<file path="config.mk">
export PLATFORM = sky130hd
export DESIGN_NAME = spep_core
export DESIGN_NICKNAME = d
export VERILOG_FILES = /design/src/spep_sync.v /design/src/spep_timer.v /design/src/spep_core.v
export VERILOG_INCLUDE_DIRS = /design/src
export SDC_FILE = /design/constraint.sdc
export NUM_CORES = 1
export LEC_CHECK = 0
export BUFFER_PORTS_ARGS = -buffer_cell sky130_fd_sc_hd__buf_2
export CAP_MARGIN = 10
export CORE_ASPECT_RATIO = 0.9
export CORE_MARGIN = 2
export CORE_UTILIZATION = 25
export DETAILED_ROUTE_END_ITERATION = 10
export PLACE_DENSITY = 0.47
export SETUP_SLACK_MARGIN = 0.05
export SLEW_MARGIN = 30
export SYNTH_ARGS = -nofsm -noshare
export SYNTH_HDL_FRONTEND = slang
export SYNTH_HIERARCHICAL = 1
export SYNTH_SLANG_ARGS = --single-unit
</file>
<file path="constraint.sdc">
create_clock -name sys_clk_in -period 2.7 [get_ports sys_clk_in]
set_clock_uncertainty 0.05 [all_clocks]
set_input_delay 0.54 -clock sys_clk_in [delete_from_list [all_inputs] [get_ports sys_clk_in]]
set_output_delay 0.54 -clock sys_clk_in [all_outputs]
set_load 0.01 [all_outputs]
</file>
<file path="src/spep_map.vh">
/*
 Constants for the serial EEPROM pin and write-protect logic.
 Assumes inclusion by bare name from the design files in this folder.
*/
// Function
// - After power-up sit in standby, treating chip select as high, until selected.
// - Power-up clears the write enable latch.
// - Power-up leaves the serial data output undriven.
// - No command accepted until chip select has fallen after power-up.
// - Latch clear rejects all writes; protected blocks never writable.
// - Protect enable set and write-protect pin low refuses status writes.
// - Write-protect pin high allows all writes outside protected blocks when latch is set.
// - Protect enable clear makes the write-protect pin ignored.
// - A started internal write completes despite write-protect pin falling.
// - Chip select low selects; high deselects into standby.
// - Started programming cycle completes; standby follows its end.
// - Deselected device releases its serial data output.
// - Internal write starts on chip select rise after a complete write sequence.
// - Input bits are captured on serial clock rising edges.
// - Read data changes after serial clock falling edges.
// - Pause low suspends transfer and keeps sequence state.
// - Pause lowered with clock high takes effect at next clock fall.
// - While paused, clock and data input transitions are ignored.
// - Resume only when pause rises while the clock is low; code resumes at the first clock low after pause rises.
// - Pause low immediately tri-states the serial data output.
// - Opcodes: read 03h, write 02h, set latch 06h.
// - Opcodes: clear latch 04h, read status 05h, write status 01h.
// - Block protect 00 none, 01 0600h-07FFh, 10 0400h-07FFh, 11 all.
// - Latch cleared at power-up and after clear-latch, status write, array write.
`ifndef SPEP_MAP_VH
`define SPEP_MAP_VH
`define SPEP_OP_READ 8'h03
`define SPEP_OP_WRITE 8'h02
`define SPEP_OP_SETWL 8'h06
`define SPEP_OP_CLRWL 8'h04
`define SPEP_OP_STATUS_READ_CMD 8'h05
`define SPEP_OP_STATUS_WRITE_CMD 8'h01
`define SPEP_SR_WIP 0
`define SPEP_SR_WEL 1
`define SPEP_SR_BPL 2
`define SPEP_SR_BPH 3
`define SPEP_SR_SPE 7
`define SPEP_QUARTER_BASE 11'h600
`define SPEP_HALF_BASE 11'h400
`define SPEP_ADDR_W 11
`define SPEP_PAGE_W 5
`define SPEP_STATUS_RESET 4'h0
`define SPEP_WRITE_CYCLES 20'h186a0
`endif

</file>
<file path="src/spep_sync.v">
/*
 Two-flop synchroniser with edge flags taken after the second flop.
 Assumes the input is asynchronous to sys_clk_in; init_in is the idle level of the pin.
*/
`timescale 1ns/1ps
module spep_sync (
   // Clock and reset
   input wire sys_clk_in,
   input wire rstn_in,
   input wire init_in,
   // Asynchronous level
   input wire async_in,
   // Synchronised level and edges
   output wire level_out,
   output wire rise_out,
   output wire fall_out
);
   reg meta_q;
   reg sync_q;
   reg prev_q;
   always @(posedge sys_clk_in) begin
      if (!rstn_in) begin
         meta_q <= init_in;
         sync_q <= init_in;
         prev_q <= init_in;
      end else begin
         meta_q <= async_in;
         sync_q <= meta_q;
         prev_q <= sync_q;
      end
   end
   assign level_out = sync_q;
   assign rise_out = sync_q & ~prev_q;
   assign fall_out = ~sync_q & prev_q;
endmodule

</file>
<file path="src/spep_timer.v">
/*
 Self-timed programming cycle counter.
 Assumes start_in is a one-cycle pulse; a start while busy is ignored.
*/
`timescale 1ns/1ps
`include "spep_map.vh"
module spep_timer #(
   parameter [19:0] CYCLES = `SPEP_WRITE_CYCLES
) (
   // Clock and reset
   input wire sys_clk_in,
   input wire rstn_in,
   // Control
   input wire start_in,
   output wire busy_out,
   output wire done_out
);
   reg [19:0] cnt_q;
   always @(posedge sys_clk_in) begin
      if (!rstn_in)
         cnt_q <= 20'h00000;
      else if (start_in && cnt_q == 20'h00000)
         cnt_q <= CYCLES;
      else if (cnt_q != 20'h00000)
         cnt_q <= cnt_q - 20'h00001;
   end
   assign busy_out = (cnt_q != 20'h00000);
   assign done_out = (cnt_q == 20'h00001);
endmodule

</file>
<file path="src/spep_core.v">
/*
 Serial EEPROM slave pin logic: selection, sampling, pause, status register,
 write-protect decision and self-timed cycle start. The array itself is outside:
 array writes leave through arr_wr_* strobes, reads come back on arr_rd_data_in.
 Assumes all pins are asynchronous to sys_clk_in, which runs well above the
 serial clock.
*/
`timescale 1ns/1ps
`include "spep_map.vh"
module spep_core #(
   parameter [19:0] WRITE_CYCLES = `SPEP_WRITE_CYCLES
) (
   // Clock and reset
   input wire sys_clk_in,
   input wire rstn_in,
   // Serial pins
   input wire cs_n_in,
   input wire sck_in,
   input wire si_in,
   input wire hold_n_in,
   input wire wp_n_in,
   output reg so_out,
   output reg so_oe_out,
   // Array port
   output reg [`SPEP_ADDR_W-1:0] arr_addr_out,
   output reg [7:0] arr_wr_data_out,
   output reg arr_wr_out,
   output reg arr_commit_out,
   input wire [7:0] arr_rd_data_in,
   // Status
   output wire [7:0] status_out,
   output wire busy_out,
   output wire standby_out
);
   localparam ST_OP = 3'd0;
   localparam ST_ADDR = 3'd1;
   localparam ST_WDATA = 3'd2;
   localparam ST_RDATA = 3'd3;
   localparam ST_SRDATA = 3'd4;
   localparam ST_WSR = 3'd5;
   localparam ST_IGNORE = 3'd6;

   wire cs_n;
   wire cs_rise;
   wire cs_fall;
   wire sck;
   wire sck_rise;
   wire sck_fall;
   wire si;
   wire hold_n;
   wire wp_n;
   wire busy;
   wire done;
   reg start_q;

   spep_sync u_cs (.sys_clk_in(sys_clk_in), .rstn_in(rstn_in), .init_in(1'b1),
      .async_in(cs_n_in), .level_out(cs_n), .rise_out(cs_rise), .fall_out(cs_fall));
   spep_sync u_sck (.sys_clk_in(sys_clk_in), .rstn_in(rstn_in), .init_in(1'b1),
      .async_in(sck_in), .level_out(sck), .rise_out(sck_rise), .fall_out(sck_fall));
   spep_sync u_si (.sys_clk_in(sys_clk_in), .rstn_in(rstn_in), .init_in(1'b1),
      .async_in(si_in), .level_out(si), .rise_out(), .fall_out());
   spep_sync u_hold (.sys_clk_in(sys_clk_in), .rstn_in(rstn_in), .init_in(1'b1),
      .async_in(hold_n_in), .level_out(hold_n), .rise_out(), .fall_out());
   spep_sync u_wp (.sys_clk_in(sys_clk_in), .rstn_in(rstn_in), .init_in(1'b1),
      .async_in(wp_n_in), .level_out(wp_n), .rise_out(), .fall_out());
   spep_timer #(.CYCLES(WRITE_CYCLES)) u_timer (.sys_clk_in(sys_clk_in),
      .rstn_in(rstn_in), .start_in(start_q), .busy_out(busy), .done_out(done));

   reg armed_q;
   reg [1:0] settle_q;
   reg active_q;
   reg paused_q;
   reg [2:0] state_q;
   reg [4:0] bit_q;
   reg [7:0] shift_q;
   reg [15:0] addr_q;
   reg [7:0] out_q;
   reg wel_q;
   reg spe_q;
   reg [1:0] bp_q;
   reg [1:0] bp_new_q;
   reg spe_new_q;
   reg byte_done_q;
   reg rd_load_q;
   reg seq_arr_q;
   reg any_data_q;
   reg blocked_q;
   reg pend_wsr_q;
   reg standby_q;

   wire selected = active_q & ~cs_n;
   // Clock rising edges are ignored while paused
   wire shift_in = selected & ~paused_q & sck_rise;
   wire shift_out = selected & ~paused_q & sck_fall;
   wire [7:0] byte_in = {shift_q[6:0], si};
   wire [7:0] status = {spe_q, 3'b000, bp_q, wel_q, busy};

   // Block protection of an address
   function prot;
      input [1:0] bp;
      input [`SPEP_ADDR_W-1:0] a;
      begin
         case (bp)
            2'b00: prot = 1'b0;
            2'b01: prot = (a >= `SPEP_QUARTER_BASE);
            2'b10: prot = (a >= `SPEP_HALF_BASE);
            default: prot = 1'b1;
         endcase
      end
   endfunction

   wire [`SPEP_ADDR_W-1:0] cur_addr = addr_q[`SPEP_ADDR_W-1:0];
   wire hw_protect = spe_q & ~wp_n;

   always @(posedge sys_clk_in) begin
      if (!rstn_in) begin
         armed_q <= 1'b0;
         settle_q <= 2'b00;
         active_q <= 1'b0;
         paused_q <= 1'b0;
         state_q <= ST_OP;
         bit_q <= 5'd0;
         shift_q <= 8'h00;
         addr_q <= 16'h0000;
         out_q <= 8'h00;
         wel_q <= 1'b0;
         spe_q <= 1'b0;
         bp_q <= 2'b00;
         bp_new_q <= 2'b00;
         spe_new_q <= 1'b0;
         byte_done_q <= 1'b0;
         rd_load_q <= 1'b0;
         seq_arr_q <= 1'b0;
         any_data_q <= 1'b0;
         blocked_q <= 1'b0;
         pend_wsr_q <= 1'b0;
         start_q <= 1'b0;
         standby_q <= 1'b1;
         arr_addr_out <= {`SPEP_ADDR_W{1'b0}};
         arr_wr_data_out <= 8'h00;
         arr_wr_out <= 1'b0;
         arr_commit_out <= 1'b0;
      end else begin
         start_q <= 1'b0;
         arr_wr_out <= 1'b0;
         arr_commit_out <= 1'b0;
         rd_load_q <= 1'b0;
         // Array data is taken one cycle after the address has moved
         if (rd_load_q)
            out_q <= arr_rd_data_in;
         // Arm on a high level seen once the synchronisers hold real pin values
         if (settle_q != 2'b11)
            settle_q <= settle_q + 2'b01;
         else if (cs_n)
            armed_q <= 1'b1;
         if (cs_fall && armed_q) begin
            active_q <= 1'b1;
            standby_q <= 1'b0;
         end
         // Pause entry waits for the clock to be low; exit needs the clock low too
         if (!selected)
            paused_q <= 1'b0;
         else if (!paused_q && !hold_n && !sck)
            paused_q <= 1'b1;
         else if (paused_q && hold_n && !sck)
            paused_q <= 1'b0;
         if (cs_rise) begin
            active_q <= 1'b0;
            state_q <= ST_OP;
            bit_q <= 5'd0;
            paused_q <= 1'b0;
            // Only a write ending exactly on a byte boundary commits
            if (state_q == ST_WDATA && bit_q == 5'd0 && any_data_q && !busy
               && !blocked_q) begin
               start_q <= 1'b1;
               arr_commit_out <= 1'b1;
               wel_q <= 1'b0;
            end
            if (state_q == ST_WSR && byte_done_q && !busy && wel_q && !hw_protect) begin
               start_q <= 1'b1;
               pend_wsr_q <= 1'b1;
               wel_q <= 1'b0;
            end
            if (state_q == ST_IGNORE && byte_done_q && !busy) begin
               if (shift_q == `SPEP_OP_SETWL)
                  wel_q <= 1'b1;
               else if (shift_q == `SPEP_OP_CLRWL)
                  wel_q <= 1'b0;
            end
         end else if (shift_in) begin
            shift_q <= byte_in;
            byte_done_q <= 1'b0;
            bit_q <= (bit_q == 5'd7 && state_q != ST_ADDR) ? 5'd0 : bit_q + 5'd1;
            case (state_q)
               ST_OP: begin
                  if (bit_q == 5'd7) begin
                     byte_done_q <= 1'b1;
                     any_data_q <= 1'b0;
                     blocked_q <= ~wel_q;
                     case (byte_in)
                        `SPEP_OP_READ, `SPEP_OP_WRITE: begin
                           state_q <= ST_ADDR;
                           seq_arr_q <= (byte_in == `SPEP_OP_WRITE);
                        end
                        `SPEP_OP_STATUS_READ_CMD: begin
                           state_q <= ST_SRDATA;
                           out_q <= status;
                        end
                        `SPEP_OP_STATUS_WRITE_CMD: state_q <= ST_WSR;
                        default: state_q <= ST_IGNORE;
                     endcase
                  end
               end
               ST_ADDR: begin
                  addr_q <= {addr_q[14:0], si};
                  if (bit_q == 5'd15) begin
                     bit_q <= 5'd0;
                     if (seq_arr_q) begin
                        state_q <= ST_WDATA;
                     end else begin
                        state_q <= ST_RDATA;
                        rd_load_q <= 1'b1;
                        addr_q <= {addr_q[14:0], si} + 16'h0001;
                     end
                  end
                  arr_addr_out <= {addr_q[9:0], si};
               end
               ST_WDATA: begin
                  if (bit_q == 5'd7) begin
                     any_data_q <= 1'b1;
                     arr_addr_out <= cur_addr;
                     arr_wr_data_out <= byte_in;
                     // Reject the whole sequence if any byte targets a protected block
                     if (prot(bp_q, cur_addr) || busy)
                        blocked_q <= 1'b1;
                     else
                        arr_wr_out <= 1'b1;
                     addr_q[`SPEP_PAGE_W-1:0] <= addr_q[`SPEP_PAGE_W-1:0] + 1'b1;
                  end
               end
               ST_RDATA: begin
                  if (bit_q == 5'd7) begin
                     rd_load_q <= 1'b1;
                     arr_addr_out <= cur_addr;
                     addr_q <= addr_q + 16'h0001;
                  end
               end
               ST_SRDATA: begin
                  if (bit_q == 5'd7)
                     out_q <= status;
               end
               ST_WSR: begin
                  if (bit_q == 5'd7) begin
                     byte_done_q <= 1'b1;
                     bp_new_q <= {byte_in[`SPEP_SR_BPH], byte_in[`SPEP_SR_BPL]};
                     spe_new_q <= byte_in[`SPEP_SR_SPE];
                  end
               end
               default: begin
               end
            endcase
         end
         // Status bits settle when the timed cycle ends, whatever the pins do
         if (done) begin
            if (pend_wsr_q) begin
               bp_q <= bp_new_q;
               spe_q <= spe_new_q;
            end
            pend_wsr_q <= 1'b0;
         end
         // A cycle just started is not yet busy but must still hold off standby
         if (!active_q && !busy && !start_q && !cs_fall)
            standby_q <= 1'b1;
      end
   end

   // Output bit advances after each falling clock edge
   reg [2:0] obit_q;
   reg drive_q;
   wire rd_state = (state_q == ST_RDATA) || (state_q == ST_SRDATA);
   always @(posedge sys_clk_in) begin
      if (!rstn_in) begin
         so_out <= 1'b0;
         so_oe_out <= 1'b0;
         obit_q <= 3'd0;
         drive_q <= 1'b0;
      end else begin
         if (!selected || cs_rise) begin
            so_oe_out <= 1'b0;
            obit_q <= 3'd0;
            drive_q <= 1'b0;
         end else begin
            if (shift_out && rd_state) begin
               drive_q <= 1'b1;
               so_out <= out_q[3'd7 - obit_q];
               obit_q <= obit_q + 3'd1;
            end
            // Pause floats the output at once; the bit in flight is kept for the resume
            so_oe_out <= (drive_q | (shift_out & rd_state)) & hold_n & ~paused_q;
         end
      end
   end

   assign status_out = status;
   assign busy_out = busy;
   assign standby_out = standby_q;
endmodule

</file>
==> results.json <==
{
  "cp_slowest_cell": "dfxtp_1",
  "critPathArrivalTime_ps": 1810,
  "fin_setup_tns_ps": 0,
  "yosys_warnings": 6,
  "cts_buffer_depth": 2,
  "nets": 727,
  "n_antenna_cell": 0,
  "grt_usage": 0.129,
  "vias": 4748,
  "worstSkewPairLatency_ps": 410,
  "worstPathCellList": "nor4_4 -> and4_1 -> nand2_1 -> buf_4 -> buf_2",
  "start_util": 0.256,
  "grt_pass1_wl_um": 24200,
  "power_density_mw_per_mm2": 826,
  "outcome": "finished, final reports clean",
  "cp.required_ps": 2110,
  "drt_first_pass_iters": 4,
  "hold_path_class": "in -> reg",
  "overflow": 0,
  "die_y_um": 146,
  "path_delay_family": "simple AND/OR/NAND/NOR gates",
  "clock_sinks": 114,
  "crit_type": "reg -> out",
  "setup_viol": 0,
  "die_area_mm2": 0.0235,
  "grtUsageMet2": 0.181,
  "ant_nets": 0,
  "fp-row-count": 51,
  "max-vdd-ir-drop_v": 0.000398,
  "tightest_slew_ps": 680,
  "first_iter_violations": 335,
  "final_cell_mix": "dfxtp_1, nand2_1, nor2_1, a21oi_1, buf_2",
  "holdBufCountCts": 0,
  "maxSlewHeadroom": 0.545,
  "setup.worst_path.start_class": "flop",
  "viasPerCell": 4.72,
  "cts-root-buf": "clkbuf_16",
  "critPathMaxStageDelay_ps": 390,
  "rsz0062_at_grt": "false",
  "die_x_um": 161,
  "routed_wl_um": 14500,
  "finalCritPeriodShare": 0.888,
  "final_hold_viol_count": 0,
  "synth_area_mm2": 0.00558,
  "antenna_found_initial": 0,
  "post-cts-setup-buffers": 0,
  "grt_max_degree": 50,
  "dp_slack_ps": 381,
  "path_clk_slew_ps": 50,
  "worstSetupEndpointType": "primary output",
  "numPortBuffers": 44,
  "place_congestion": 0.768,
  "grt_util_met3": 0.0353,
  "io_pins": 48,
  "post_cts_resized": 0,
  "avgRoutedWirePerCell_um": 14.4,
  "slew_viol_final": 0,
  "grt_pass1_vias": 4442,
  "maxCapViolCount": 0,
  "tritoncts": "done",
  "fin_ws_ps": 303,
  "drc": 0,
  "cts-buffers-inserted": 17,
  "htreeDepth": 4,
  "syn_area_per_cell_um2": 8.64,
  "layout_commonest_cell": "dfxtp_1",
  "syn_inst": 646,
  "worst-path-buf-inv": 2,
  "fmax_mhz": 417,
  "timing.final.crit_period_ps": 2400,
  "use_met1": 0.188,
  "core-area_mm2": 0.0218,
  "syn2layout_area_growth_pct": 22.2,
  "power_leakage_uw": 0.00252,
  "drive_gt1_frac": 0.182,
  "hpwl_um": 10100,
  "busiest_layer": "met1",
  "path_max_fanout": 8
}
-- state kept, by name, indices dropped and copies added, names as in the netlist, 3 cells and up --
signal           count
out_q                8
state_q              3
obit_q               3
u_timer/cnt_q       20
arr_addr_out        11
arr_wr_data_out      8
bit_q                5
addr_q              11
shift_q              8
-- metrics by stage --
step / total power, µW / instance area [µm²] / std cells / utilization / hold WS [ps]
after floorplan: 2880 / 5630 / 659 / - / 377
after global placement: 3310 / 6200 / 974 / 0.285 / 389
after detailed placement: 3310 / 6200 / 974 / 0.285 / 391
after CTS: 5710 / 6820 / 1006 / 0.313 / 289
after global routing: 5980 / 6820 / 1006 / 0.313 / 292
final: 5630 / 6820 / 1006 / 0.313 / 306
-- final cells by class --
cell class	count	area, µm²
timing repair buffer	65	390
tap	291	364
inverter	16	60.1
fill	2325	14900
multi-input combinational	488	3100
clock inverter	12	155
clock buffer	20	467
sequential	114	2280
-- routing by layer --
metal,vias up,share of wire
met2,80,0.42
met5,-,0
met4,0,0.014
met3,12,0.044
li1,2450,-
met1,2206,0.52
-- final timing paths --
check                                 from                       end  slack (ps)  depth (start not counted)
max reg2reg          bit_q[0]$_SDFFE_PP0P_   addr_q[10]$_SDFFE_PN0P_         370                          8
max          u_timer/cnt_q[4]$_SDFFE_PP0N_                  busy_out         300                          5
min reg2reg          u_hold/meta_q$_DFF_P_  u_hold/level_out$_DFF_P_         400                          1
min                                 sck_in      u_sck/meta_q$_DFF_P_         310                          2
-- power by group --
| group | total [µW] | switching (µW) | internal [µW] | leakage [µW] |
|---|---|---|---|---|
| logic | 1310 | 725 | 582 | 0.00129 |
| clock network | 2350 | 826 | 1530 | 0.000302 |
| registers | 1980 | 168 | 1810 | 0.000926 |
No activity file was read; power rests on OpenSTA's default activity.
